File: src/include/dacc_pkg.sv
// constants shared by the converter control block
package dacc_pkg;
    // register byte offsets
    localparam logic [4:0] OFS_CONTROL = 5'h00;
    localparam logic [4:0] OFS_SOFT_TRIG = 5'h04;
    localparam logic [4:0] OFS_OUTPUT = 5'h08;
    localparam logic [4:0] OFS_HOLD8R = 5'h0C;
    localparam logic [4:0] OFS_HOLD12L = 5'h10;
    localparam logic [4:0] OFS_HOLD12R = 5'h14;
    // control field positions
    localparam int POS_POWER = 0;
    localparam int POS_DMA = 1;
    localparam int POS_BUFFER = 2;
    localparam int POS_TRIG_ON = 3;
    localparam int POS_MASK_LO = 4;
    localparam int POS_DRIVE = 8;
    localparam int POS_WAVE_LO = 10;
    localparam int POS_TRIGGER_SOURCE_SELECT_LO = 12;
    localparam logic [31:0] CONTROL_WMASK = 32'h0000_7DFF;
    localparam logic [31:0] CONTROL_RESET = 32'h0000_0000;
    // trigger source and wave codes
    localparam logic [2:0] TRIGGER_SOURCE_SELECT_EXT_LINE = 3'h5;
    localparam logic [2:0] TRIGGER_SOURCE_SELECT_SOFTWARE = 3'h6;
    localparam logic [1:0] WAVE_NOISE = 2'h1;
    localparam logic [3:0] MASK_FULL = 4'hB;
    localparam logic [11:0] LFSR_INIT = 12'hAAA;
    // latency counts in core cycles
    localparam int HW_XFER_CYC = 3;
    localparam int WAVE_STEP_CYC = 3;
    localparam int SW_XFER_CYC = 1;
endpackage

File: src/dacc_top.sv
// converter control: register slave, triggers, transfer, noise and triangle
`timescale 1ns/1ps
`default_nettype none
module dacc_top
    import dacc_pkg::*;
(
    // clock and reset
    input wire logic core_clk_in,
    input wire logic nrst_in,
    // avalon-mm slave
    input wire logic [4:0] avs_address_in,
    input wire logic avs_read_in,
    input wire logic avs_write_in,
    input wire logic [31:0] avs_writedata_in,
    input wire logic [3:0] avs_byteenable_in,
    output logic [31:0] avs_readdata_out,
    output logic avs_waitrequest_out,
    // trigger sources
    input wire logic [4:0] timer_trigger_output_in,
    input wire logic external_event_line_in,
    // dma handshake
    output logic dma_req_out,
    input wire logic dma_ack_in,
    // analog side controls
    output logic channel_power_on_out,
    output logic output_buffer_on_out,
    output logic buffer_drive_select_out,
    output logic [11:0] output_sample_out
);
    logic [31:0] converter_control;
    logic software_trigger_bit;
    logic [11:0] held_sample;
    logic [11:0] output_sample;
    logic [11:0] lfsr;
    logic [11:0] tri_cnt;
    logic tri_down;
    logic [2:0] ext_sync;
    logic [HW_XFER_CYC-2:0] hw_pipe;
    logic [WAVE_STEP_CYC-2:0] step_pipe;
    logic auto_pend;
    logic sw_done;
    logic dma_req;
    logic [31:0] rd_value;
    logic [31:0] wmask;
    logic [31:0] wdata_eff;
    logic acc;
    logic wr_acc;
    logic hw_evt;
    logic hw_fire;
    logic sw_fire;
    logic [11:0] amp_mask;
    logic [11:0] wave_term;
    logic [11:0] next_out;
    logic trigger_on;
    logic dma_request_on;
    logic [3:0] mask_amplitude_select;
    logic [1:0] wave_select;
    logic [2:0] trigger_source_select;

    // control fields
    assign trigger_on = converter_control[POS_TRIG_ON];
    assign dma_request_on = converter_control[POS_DMA];
    assign mask_amplitude_select = converter_control[POS_MASK_LO +: 4];
    assign wave_select = converter_control[POS_WAVE_LO +: 2];
    assign trigger_source_select = converter_control[POS_TRIGGER_SOURCE_SELECT_LO +: 3];

    // analog controls come straight from the control flops, the sample from the output register
    assign channel_power_on_out = converter_control[POS_POWER];
    assign output_buffer_on_out = converter_control[POS_BUFFER];
    assign buffer_drive_select_out = converter_control[POS_DRIVE];
    assign output_sample_out = output_sample;
    assign dma_req_out = dma_req;

    // bus accept: waitrequest drops for exactly one cycle per request
    assign acc = (avs_read_in || avs_write_in) && !avs_waitrequest_out;
    assign wr_acc = avs_write_in && !avs_waitrequest_out;

    // byte lane mask
    genvar gi;
    generate
        for (gi = 0; gi < 4; gi++) begin : g_lane
            assign wmask[8*gi +: 8] = {8{avs_byteenable_in[gi]}};
        end
    endgenerate
    assign wdata_eff = (avs_writedata_in & wmask) | (rd_value & ~wmask);

    // readback mux; unmapped offsets read zero
    always_comb begin
        case (avs_address_in)
            OFS_CONTROL: rd_value = converter_control;
            OFS_SOFT_TRIG: rd_value = {31'h0, software_trigger_bit};
            OFS_OUTPUT: rd_value = {20'h0, output_sample};
            OFS_HOLD8R: rd_value = {24'h0, held_sample[11:4]};
            OFS_HOLD12L: rd_value = {16'h0, held_sample, 4'h0};
            OFS_HOLD12R: rd_value = {20'h0, held_sample};
            default: rd_value = 32'h0;
        endcase
    end

    // waitrequest and read data
    always_ff @(posedge core_clk_in) begin
        if (!nrst_in) begin
            avs_waitrequest_out <= 1'b1;
            avs_readdata_out <= 32'h0;
        end else if ((avs_read_in || avs_write_in) && avs_waitrequest_out) begin
            avs_waitrequest_out <= 1'b0;
            avs_readdata_out <= avs_read_in ? rd_value : 32'h0;
        end else begin
            avs_waitrequest_out <= 1'b1;
        end
    end

    // control register
    always_ff @(posedge core_clk_in) begin
        if (!nrst_in) begin
            converter_control <= CONTROL_RESET;
        end else if (wr_acc && avs_address_in == OFS_CONTROL) begin
            converter_control <= wdata_eff & CONTROL_WMASK;
        end
    end

    // hold value in three write formats
    always_ff @(posedge core_clk_in) begin
        if (!nrst_in) begin
            held_sample <= 12'h0;
        end else if (wr_acc) begin
            case (avs_address_in)
                OFS_HOLD12R: held_sample <= wdata_eff[11:0];
                OFS_HOLD12L: held_sample <= wdata_eff[15:4];
                OFS_HOLD8R: held_sample[11:4] <= wdata_eff[7:0];
                default: held_sample <= held_sample;
            endcase
        end
    end

    // untriggered copy request, one cycle after the hold write
    always_ff @(posedge core_clk_in) begin
        if (!nrst_in) begin
            auto_pend <= 1'b0;
        end else begin
            auto_pend <= wr_acc && !trigger_on && (avs_address_in == OFS_HOLD12R ||
                avs_address_in == OFS_HOLD12L || avs_address_in == OFS_HOLD8R);
        end
    end

    // external line: two-flop sync, third flop for edge
    always_ff @(posedge core_clk_in) begin
        if (!nrst_in) begin
            ext_sync <= 3'h0;
        end else begin
            ext_sync <= {ext_sync[1:0], external_event_line_in};
        end
    end

    // trigger source decode
    always_comb begin
        case (trigger_source_select)
            3'h0, 3'h1, 3'h2, 3'h3, 3'h4:
                hw_evt = timer_trigger_output_in[trigger_source_select];
            TRIGGER_SOURCE_SELECT_EXT_LINE: hw_evt = ext_sync[1] && !ext_sync[2];
            default: hw_evt = 1'b0;
        endcase
    end
    assign hw_fire = trigger_on && hw_evt;
    assign sw_fire = trigger_on && software_trigger_bit && !sw_done &&
        trigger_source_select == TRIGGER_SOURCE_SELECT_SOFTWARE;

    // latency pipes; the last stage drives the update edge, so the result shows 3 cycles on
    always_ff @(posedge core_clk_in) begin
        if (!nrst_in) begin
            hw_pipe <= '0;
            step_pipe <= '0;
        end else begin
            hw_pipe <= {hw_pipe[HW_XFER_CYC-3:0], hw_fire};
            step_pipe <= {step_pipe[WAVE_STEP_CYC-3:0], hw_fire || sw_fire};
        end
    end

    // software trigger bit; a bus set wins over the hardware clear
    always_ff @(posedge core_clk_in) begin
        if (!nrst_in) begin
            software_trigger_bit <= 1'b0;
            sw_done <= 1'b0;
        end else begin
            sw_done <= sw_fire;
            if (wr_acc && avs_address_in == OFS_SOFT_TRIG) begin
                software_trigger_bit <= wdata_eff[0];
            end else if (sw_done) begin
                software_trigger_bit <= 1'b0;
            end
        end
    end

    // dma request: held until acknowledged, extra triggers merge
    always_ff @(posedge core_clk_in) begin
        if (!nrst_in) begin
            dma_req <= 1'b0;
        end else if (hw_fire && dma_request_on) begin
            dma_req <= 1'b1;
        end else if (dma_ack_in) begin
            dma_req <= 1'b0;
        end
    end

    // mask and amplitude from the select field
    always_comb begin
        if (mask_amplitude_select >= MASK_FULL) begin
            amp_mask = 12'hFFF;
        end else begin
            amp_mask = 12'((13'h2 << mask_amplitude_select) - 13'h1);
        end
    end

    // wave term added to the hold value, overflow dropped
    always_comb begin
        if (!trigger_on || wave_select == 2'h0) begin
            wave_term = 12'h0;
        end else if (wave_select == WAVE_NOISE) begin
            wave_term = lfsr & amp_mask;
        end else begin
            wave_term = tri_cnt;
        end
    end
    assign next_out = held_sample + wave_term;

    // output register: hardware, software, then untriggered copy
    always_ff @(posedge core_clk_in) begin
        if (!nrst_in) begin
            output_sample <= 12'h0;
        end else if (hw_pipe[HW_XFER_CYC-2] || sw_fire) begin
            output_sample <= next_out;
        end else if (auto_pend) begin
            output_sample <= held_sample;
        end
    end

    // noise shift register
    always_ff @(posedge core_clk_in) begin
        if (!nrst_in) begin
            lfsr <= LFSR_INIT;
        end else if (step_pipe[WAVE_STEP_CYC-2] && trigger_on && wave_select == WAVE_NOISE) begin
            lfsr <= {lfsr[10:0], lfsr[11] ^ lfsr[5] ^ lfsr[3] ^ lfsr[0]};
        end
    end

    // triangle counter
    always_ff @(posedge core_clk_in) begin
        if (!nrst_in) begin
            tri_cnt <= 12'h0;
            tri_down <= 1'b0;
        end else if (step_pipe[WAVE_STEP_CYC-2] && trigger_on && wave_select[1]) begin
            if (!tri_down) begin
                if (tri_cnt < amp_mask) begin
                    tri_cnt <= tri_cnt + 12'h1;
                end else begin
                    tri_down <= 1'b1;
                    tri_cnt <= tri_cnt - 12'h1;
                end
            end else if (tri_cnt != 12'h0) begin
                tri_cnt <= tri_cnt - 12'h1;
            end else begin
                tri_down <= 1'b0;
                tri_cnt <= 12'h1;
            end
        end
    end

    // checks
    a_hold_right: assert property (@(posedge core_clk_in) disable iff (!nrst_in)
        wr_acc && avs_address_in == OFS_HOLD12R && avs_byteenable_in == 4'hF
        |=> held_sample == $past(avs_writedata_in[11:0]))
        else $error("right aligned hold write wrong");

    a_hold_left: assert property (@(posedge core_clk_in) disable iff (!nrst_in)
        wr_acc && avs_address_in == OFS_HOLD12L && avs_byteenable_in == 4'hF
        |=> held_sample == $past(avs_writedata_in[15:4]))
        else $error("left aligned hold write wrong");

    a_hold_byte: assert property (@(posedge core_clk_in) disable iff (!nrst_in)
        wr_acc && avs_address_in == OFS_HOLD8R && avs_byteenable_in == 4'hF
        |=> held_sample == {$past(avs_writedata_in[7:0]), $past(held_sample[3:0])})
        else $error("byte hold write wrong");

    a_hw_latency: assert property (@(posedge core_clk_in) disable iff (!nrst_in)
        hw_fire |-> ##2 hw_pipe[HW_XFER_CYC-2] ##1 output_sample == $past(next_out))
        else $error("hardware transfer not after three cycles");

    a_sw_latency: assert property (@(posedge core_clk_in) disable iff (!nrst_in)
        sw_fire |=> output_sample == $past(next_out) && !sw_fire)
        else $error("software transfer not after one cycle");

    a_auto_copy: assert property (@(posedge core_clk_in) disable iff (!nrst_in)
        wr_acc && !trigger_on && avs_address_in == OFS_HOLD12R && avs_byteenable_in == 4'hF
        ##1 !hw_pipe[HW_XFER_CYC-2] |=> output_sample == $past(held_sample))
        else $error("untriggered copy missing");

    a_sw_clear: assert property (@(posedge core_clk_in) disable iff (!nrst_in)
        sw_fire ##1 !(wr_acc && avs_address_in == OFS_SOFT_TRIG) |=> !software_trigger_bit)
        else $error("software trigger bit not cleared");

    a_dma_raise: assert property (@(posedge core_clk_in) disable iff (!nrst_in)
        hw_fire && dma_request_on |=> dma_req_out)
        else $error("dma request not raised");

    a_dma_no_queue: assert property (@(posedge core_clk_in) disable iff (!nrst_in)
        dma_req_out && dma_ack_in && !(hw_fire && dma_request_on) |=> !dma_req_out)
        else $error("dma request queued");

    a_lfsr_init: assert property (@(posedge core_clk_in) disable iff (!nrst_in)
        !$past(nrst_in) |-> lfsr == LFSR_INIT)
        else $error("shift register reset value wrong");

    a_wave_gate: assert property (@(posedge core_clk_in) disable iff (!nrst_in)
        !trigger_on |=> $stable(lfsr) && $stable(tri_cnt))
        else $error("wave advanced without triggering");

    a_tri_up: assert property (@(posedge core_clk_in) disable iff (!nrst_in)
        step_pipe[WAVE_STEP_CYC-2] && trigger_on && wave_select[1] && !tri_down &&
        tri_cnt < amp_mask |=> tri_cnt == $past(tri_cnt) + 12'h1)
        else $error("triangle did not count up");

    a_tri_down: assert property (@(posedge core_clk_in) disable iff (!nrst_in)
        step_pipe[WAVE_STEP_CYC-2] && trigger_on && wave_select[1] && tri_down &&
        tri_cnt != 12'h0 |=> tri_cnt == $past(tri_cnt) - 12'h1)
        else $error("triangle did not count down");

    a_lfsr_step: assert property (@(posedge core_clk_in) disable iff (!nrst_in)
        step_pipe[WAVE_STEP_CYC-2] && trigger_on && wave_select == WAVE_NOISE
        |=> lfsr == {$past(lfsr[10:0]), $past(lfsr[11] ^ lfsr[5] ^ lfsr[3] ^ lfsr[0])})
        else $error("shift register step wrong");

    a_dma_hold: assert property (@(posedge core_clk_in) disable iff (!nrst_in)
        dma_req_out && !dma_ack_in |=> dma_req_out)
        else $error("dma request dropped before service");

    a_quiet_output: assert property (@(posedge core_clk_in) disable iff (!nrst_in)
        !trigger_on && !auto_pend && !hw_pipe[HW_XFER_CYC-2] |=> $stable(output_sample))
        else $error("output moved with no transfer");

    a_null_source: assert property (@(posedge core_clk_in) disable iff (!nrst_in)
        trigger_source_select == 3'h7 |-> !hw_fire && !sw_fire)
        else $error("code seven produced a trigger");

endmodule
`default_nettype wire

File: config.mk
export PLATFORM = sky130hd
export DESIGN_NAME = dacc_top
export DESIGN_NICKNAME = d
export VERILOG_FILES = /design/src/include/dacc_pkg.sv /design/src/dacc_top.sv
export SDC_FILE = /design/constraint.sdc
export NUM_CORES = 1
export LEC_CHECK = 0
export BUFFER_PORTS_ARGS = -buffer_cell sky130_fd_sc_hd__buf_4
export CORE_AREA = 5 5 141 143
export CTS_CLUSTER_DIAMETER = 200
export DETAILED_ROUTE_END_ITERATION = 12
export DIE_AREA = 0 0 146 148
export PLACE_DENSITY = 0.63
export SLEW_MARGIN = 5
export SYNTH_ARGS = -nofsm -noshare
export SYNTH_HDL_FRONTEND = slang
export SYNTH_SLANG_ARGS = --single-unit
File: constraint.sdc
create_clock -name core_clk_in -period 11.2 [get_ports core_clk_in]
set_input_delay 2.24 -clock core_clk_in [delete_from_list [all_inputs] [get_ports core_clk_in]]
set_output_delay 2.24 -clock core_clk_in [all_outputs]
set_load 0.02 [all_outputs]
==> impl_results.md, run 1 <==
* Worst path bufs/invs at 1
* Antenna violation net count after detailed routing at 0
* Skew-Pair Late Insertion Delay at 0.36 ns
* Rel. slew slack at 23.4%
* Period utilization at 38.2%
* CP startpoint kind: primary input
* Fraction of final layout cells with drive strength greater than 1 at 14.5%
* Period minus WS final at 4.28 ns
* Chip width at 146 um
* Synth Area per Inst at 7.79 sq um
* Post-synth top area share at 28.9%
* Syn Inst Count at 808
* Pre-antenna DRT Iters at 5
* R2R cell count at 17
* Leak pwr at 2.65 nW
* Detailed-route DRC error count at 0
* Post-synthesis sequential area ratio at 28.9%
* WP data required at 11.47 ns
* Initial antenna violation count at 0
* Critical Path Sink Type: register
* Dominant cells by area after synthesis: dfxtp_1, nand2_1, ha_1
* Fin nets at 903
* Post-synthesis register bit count at 91
* Final setup margin at 6.92 ns
* Post-synth EDFFs at 0
* Die ar. at 0.0216 sq mm
* Vias per Instance at 5.64
* Routed WL at 18,500 um
* Synth Cell Area at 0.00629 sq mm
* Hold Crit Class: register to register
* DP Area at 0.00674 sq mm
* Final Hold Violating Endpoints at 0
* CP top delay family: simple AND/OR/NAND/NOR gates
* Pwr dens at 107 mW/mm^2
* Root buf cell: clkbuf_16
* Gr ovfl total at 0
* Largest area contributor in the netlist: dfxtp_1
* Initial drt markers at 509
* Diodes inserted at 0
* DR WL/cell at 17.4 um
* # IOs at 101
* Synth cell types at 80
* Row cnt at 50
* Post-Place Setup Slack at 6.65 ns
* First-pass GRT wire length at 29,600 um
* Vias in the first global route at 5,480
* Crit Path Max Fanout at 17
* Worst Path Arrival at 4.56 ns
* Sum Neg Setup Slack at 0 ns
* Fmax at 233 MHz
* CTS clock-pin slew for the worst setup and hold paths at 0.08 ns
* CTS tree: yes
* Clock Sinks at 91
* Fin Clk Skew at 0.0132 ns
* Hold path depth at 1
* Initial Util at 34.1%
* CP cell instances: buf_4 -> nor4b_2 -> and2_1 -> a22oi_1 -> o21ai_1 -> mux2_2 -> a21oi_1 -> a211oi_1
* Max clock buf depth at 2
* Die Ht at 148 um
* Fin area at 0.00703 sq mm
* Status: finished, final reports clean
* Ys flop type: dfxtp_1
* Yosys warns at 0
* H-tree depth at 3
* CP Class: primary input to register
* Hold-fix buffers, CTS at 0
* Setup Buffers After CTS at 0
* GRT Util Overall at 16.7%
* CTS Buf Count at 9
* Port bufs at 66
* Slew @ Worst Pin at 1.14 ns
* Largest net degree at the start of global routing at 62
* Area of the core at 0.0185 sq mm
* CTS resizes at 0
* HPWL after DPL at 13,300 um
* Slew Limit Fails at 0
* Post-synth ARST share at 0%
* MaxCap Viol Count at 0
* Crit path depth at 8
* Final Setup Violations at 0
* DR vias at 5,996
* RSZ-0062 raised after global routing: false
* Filler cells at 1,912
* P&R area growth vs syn at 11.7%
* CP max-delay cell: and2_1
* GPL Wtd Cong at 0.896
* Maximum vdd drop at 0.0539 mV
* Worst stage delay on the critical path at 0.55 ns
flip-flops by register name, indices dropped and copies added (netlist names):
signal                cells
avs_readdata_out         16
converter_control        14
held_sample              12
lfsr                     12
output_sample_out        12
tri_cnt                  12
ext_sync                  3
hw_pipe                   2
step_pipe                 2
auto_pend                 1
avs_waitrequest_out       1
dma_req_out               1
software_trigger_bit      1
sw_done                   1
tri_down                  1
synth_stat cells (12+ instances only):
| cell type | number |
|---|---|
| mux2i_1 | 23 |
| a211oi_1 | 22 |
| buf_4 | 18 |
| a21oi_1 | 54 |
| nand2_1 | 85 |
| nand3_1 | 36 |
| nor2b_1 | 15 |
| inv_1 | 16 |
| ha_1 | 25 |
| nand2b_1 | 12 |
| o21ai_0 | 48 |
| a31oi_1 | 13 |
| nor3_1 | 18 |
| dfxtp_1 | 91 |
| and2_1 | 14 |
| clkbuf_1 | 44 |
| a22oi_1 | 21 |
| mux2_2 | 13 |
| nor2_1 | 76 |
path summary, 6_finish.rpt:
| check | endpoint | startpoint | slack, ns |
|---|---|---|---|
| hold reg to reg | ext_sync[1] | ext_sync[0] | 0.44 |
| hold / removal | ext_sync[1] | ext_sync[0] | 0.44 |
| setup / recovery | held_sample[5] | avs_address_in[4] | 6.92 |
| setup reg to reg | output_sample_out[11] | converter_control[6] | 7.13 |
layout make-up:
type	instances	area [sq um]	share of cell area (%)
Clock inverter	6	52.6	0.748
Multi-Input combinational cell	636	4030	57.3
Inverter	16	60.1	0.854
Sequential cell	91	1820	25.9
Timing Repair Buffer	71	533	7.58
Clock buffer	10	239	3.40
Tap cell	234	293	4.17
cells in the final DEF, fill, tap and decap left out, types with 4 or more instances in the layout:
master,count
mux2_2,13
conb_1,16
inv_1,15
nor2_1,76
or4_1,5
or3_1,5
xnor2_1,11
a22o_1,6
buf_4,71
nand3b_1,6
nor3b_1,6
dfxtp_1,91
a211oi_1,22
o211ai_1,4
nor3_1,18
nand2_1,85
a31oi_1,12
nor4_1,6
a221oi_1,5
clkbuf_16,9
o21ai_0,48
nor2b_1,15
mux2i_1,23
and2_1,14
o31ai_1,4
a211o_1,4
or2_2,5
a22oi_1,21
nand2b_1,12
and3_1,8
a32o_1,6
ha_1,25
o21ai_1,4
a21oi_1,54
nand3_1,36
o21a_1,5
cells by family (layout without fill, tap and decap cells):
| kind of cell | count (synthesis) | in the layout | share of synthesized area [%] |
|---|---|---|---|
| AOI/OAI and AO/OA | 230 | 230 | 24.5 |
| xor gates and xnor gates | 13 | 13 | 1.81 |
| adders and majority gates | 26 | 26 | 5.29 |
| buffers and inverters | 96 | 103 | 8.03 |
| DFF | 91 | 91 | 28.9 |
| muxes | 37 | 37 | 6.34 |
| other | 1 | 16 | 0.0596 |
| and+or+nand+nor | 314 | 314 | 25.1 |
metal layers:
metal	vias up	global-route usage, %	wire, um	part of all wire [%]
met4	0	5.79	350	1.9
met2	190	25.9	8360	45
met5	-	0	0	0
met3	29	3.43	1270	6.9
li1	2957	-	-	-
met1	2820	23.0	8550	46
through the flow:
step           power, W  hold WS (ns)  instances  util (%)
2_1_floorplan  0.000432         0.412        823         -
3_3_place_gp   0.000452         0.413       1048      36.5
3_5_place_dp   0.000453         0.422       1048      36.5
4_1_cts        0.000758         0.438       1064      38.1
5_1_grt        0.000782         0.472       1064      38.1
6_report       0.000753         0.436       1064      38.1
where the power goes:
| part | switching (W) | internal (W) | total (W) | leakage, nW |
|---|---|---|---|---|
| sequential | 0.00000790 | 0.000327 | 0.000335 | 0.734 |
| combinational | 0.0000680 | 0.0000443 | 0.000112 | 1.78 |
| clock | 0.000146 | 0.000161 | 0.000307 | 0.138 |
| total | 0.000222 | 0.000532 | 0.000753 | 2.65 |
worst reg2reg max path: stages, from the launching register on:
cell      delay [ns]
dfxtp_1         0.67
nor2_1          0.17
nand3b_1        0.13
ha_1            0.35
nor2b_1         0.29
a21oi_1         0.11
o22a_1          0.20
o32ai_1         0.17
o21ai_0         0.15
and2_1          0.17
ha_1            0.29
o21ai_0         0.12
nor2_1          0.14
o21ai_0         0.16
a211oi_1        0.27
o21ai_0         0.17
or3_1           0.38
nand4_1         0.09
Note: power is estimated with default switching activity, not from simulation.
==> run 2, diff against run 1 <==
Settings changed: PLACE_DENSITY 0.63 to 0.65.
Clock period 11.2 ns to 3.7 ns, I/O delays scaled along.
==> run 2 against run 1 <==
Via count is 2.7% higher. Global-route usage is 0.21 points higher. Clock skew is 0.0011 ns lower. Critical endpoint is now output_sample_out[11]. Largest cell class unchanged. Highest routed layer unchanged.
==> impl_results.md, run 2 (synthesis results as in run 1) <==
* Largest net degree at the start of global routing at 39 (-37%)
* Final Setup Violations at 0 (unchanged)
* Pwr Total at 0.00233 W (+210%)
* Hold path depth at 1 (unchanged)
* Sum Neg Setup Slack at 0 ns (unchanged)
* Clock Sinks at 91 (unchanged)
* Period utilization at 94.5%
* Critical Path Sink Type: register
* DR vias at 6,155 (+2.7%)
* Worst Path Arrival at 3.80 ns (-0.76 ns)
* Hold-fix buffers, CTS at 0 (unchanged)
* GRT Util Overall at 16.9% (+0.21 points)
* Max clock buf depth at 2 (unchanged)
* Fin area at 0.00726 sq mm (+3.3%)
* Antenna violation net count after detailed routing at 0 (unchanged)
* Initial antenna violation count at 0 (unchanged)
* Final setup margin at 0.204 ns (-6.71 ns)
* Worst stage delay on the critical path at 0.36 ns (-0.19 ns)
* Fraction of final layout cells with drive strength greater than 1 at 18.0% (+3.5 points)
* Skew-Pair Late Insertion Delay at 0.36 ns (about the same)
* Routed WL at 18,800 um (+1.6%)
* Initial drt markers at 593 (+17%)
* CP max-delay cell: dfxtp_2
* WP data required at 4.00 ns (-7.47 ns)
* CP Class: register to register
* CTS tree: yes
* Chip width at 146 um (unchanged)
* Most used routing layer: met2
* Final Hold Violating Endpoints at 0 (unchanged)
* HPWL after DPL at 13,600 um (+2.1%)
* DR WL/cell at 17.3 um (-0.47%)
* Slew Limit Fails at 0 (unchanged)
* R2R cell count at 16 (-1)
* WHS at 0.435 ns (-0.00176 ns)
* GPL Wtd Cong at 0.923 (+3.1%)
* Gr ovfl total at 0 (unchanged)
* Period minus WS final at 3.50 ns
* Grt met1 use at 23.4% (+0.35 points)
* Crit Path Max Fanout at 6 (-11)
* Top reg by flops: avs_readdata_out
* CTS clock-pin slew for the worst setup and hold paths at 0.08 ns (about the same)
* Rel. slew slack at 23.0% (-0.39 points)
* # IOs at 101 (unchanged)
* MaxCap Viol Count at 0 (unchanged)
* Die Ht at 148 um (unchanged)
* Fin nets at 925 (+2.4%)
* Initial Util at 34.1% (unchanged)
* Port bufs at 66 (unchanged)
* Vias per Instance at 5.67 (+0.57%)
* Status: finished, final reports clean
* Detailed-route DRC error count at 0 (unchanged)
* Leak pwr at 2.77 nW (+4.5%)
* Row cnt at 50 (unchanged)
* Pre-antenna DRT Iters at 6 (+1)
* Largest registers: avs_readdata_out x16, converter_control x14
* Diodes inserted at 0 (unchanged)
* Met3 Use GR at 4.45% (+1.0 points)
* Die ar. at 0.0216 sq mm (unchanged)
* Pwr dens at 321 mW/mm^2 (+200%)
* Most frequent cells in the layout: buf_4, dfxtp_1, nand2_1
* P&R area growth vs syn at 15.4%
* H-tree depth at 3 (unchanged)
* Maximum vdd drop at 0.190 mV (+250%)
* Number of flip-flops in the largest register at 16 (unchanged)
* Commonest non-fill, non-tap cell in the layout: buf_4
* First-pass GRT wire length at 29,900 um (+1.2%)
* CP cell instances: nor4_4 -> inv_2 -> ha_4 -> buf_4 -> o22a_1 -> o32ai_1 -> o21ai_0 -> and2_1 -> ha_1 -> o21ai_0 -> nor2_1 -> o21ai_1 -> a211oi_2 -> o21ai_1 -> or3_1 -> nand4_1
* Hold Crit Class: register to register
* Fmax at 286 MHz
* CTS Buf Count at 9 (unchanged)
* Slew @ Worst Pin at 1.15 ns (+0.00580 ns)
* Vias in the first global route at 5,564 (+1.5%)
* Fin Clk Skew at 0.0121 ns (-0.00113 ns)
* Post-Place Setup Slack at 0.0374 ns (-6.61 ns)
* CP startpoint kind: register
* Root buf cell: clkbuf_16
* DP Area at 0.00689 sq mm (+2.2%)
* Met2 Usage GRT at 26.2% (+0.26 points)
* Area of the core at 0.0185 sq mm (unchanged)
run 2: layout make-up:
class | instances | area, sq um
timing repair buffer | 93 | 698
fill | 1891 | 11200
tap | 234 | 293
sequential | 91 | 1820
clock buffer | 9 | 225
clock inverter | 7 | 76.3
inverter | 16 | 60.1
multi-input combinational | 636 | 4090
run 2: timing repair:
action                                  4_1_cts  5_1_grt
pin swaps                                     0        4
buffers inserted                              0        3
endpoints found under the setup margin        3       11
resized for setup                             2       15
endpoints found under the hold margin         0        0
run 2: final timing paths:
check / from / to / slack [ns]
worst max-delay path: converter_control[7] / output_sample_out[11] / 0.20
worst min-delay path: hw_pipe[0] / hw_pipe[1] / 0.43
worst max register to register: converter_control[7] / output_sample_out[11] / 0.20
worst min register to register: hw_pipe[0] / hw_pipe[1] / 0.43
run 2: report_power, final:
part	total [W]	leakage, nW	switching (W)	internal (W)
combinational	0.000358	1.89	0.000210	0.000149
sequential	0.00101	0.735	0.0000236	0.000989
clock	0.000961	0.149	0.000479	0.000482
total	0.00233	2.77	0.000712	0.00162
run 2: critical path: cells and delay by family, from the launching register on:
family | cells | cell delay, ns
simple gates | 5 | 1.18
compound gates | 7 | 1.17
fa+ha+maj | 2 | 0.48
flops | 1 | 0.36
buf+inv | 2 | 0.25
run 2: metal layers:
layer  up-vias  wire (um)
met2       185       8460
met3        22       1280
met4         0        253
met5         -          0
li1       2990          -
met1      2958       8820
run 2: through the flow:
step	instances	utilization, %
CTS	1083	39.0
detailed placement	1067	37.3
floorplan	823	-
global placement	1067	37.3
global route	1086	39.3
finish	1086	39.3
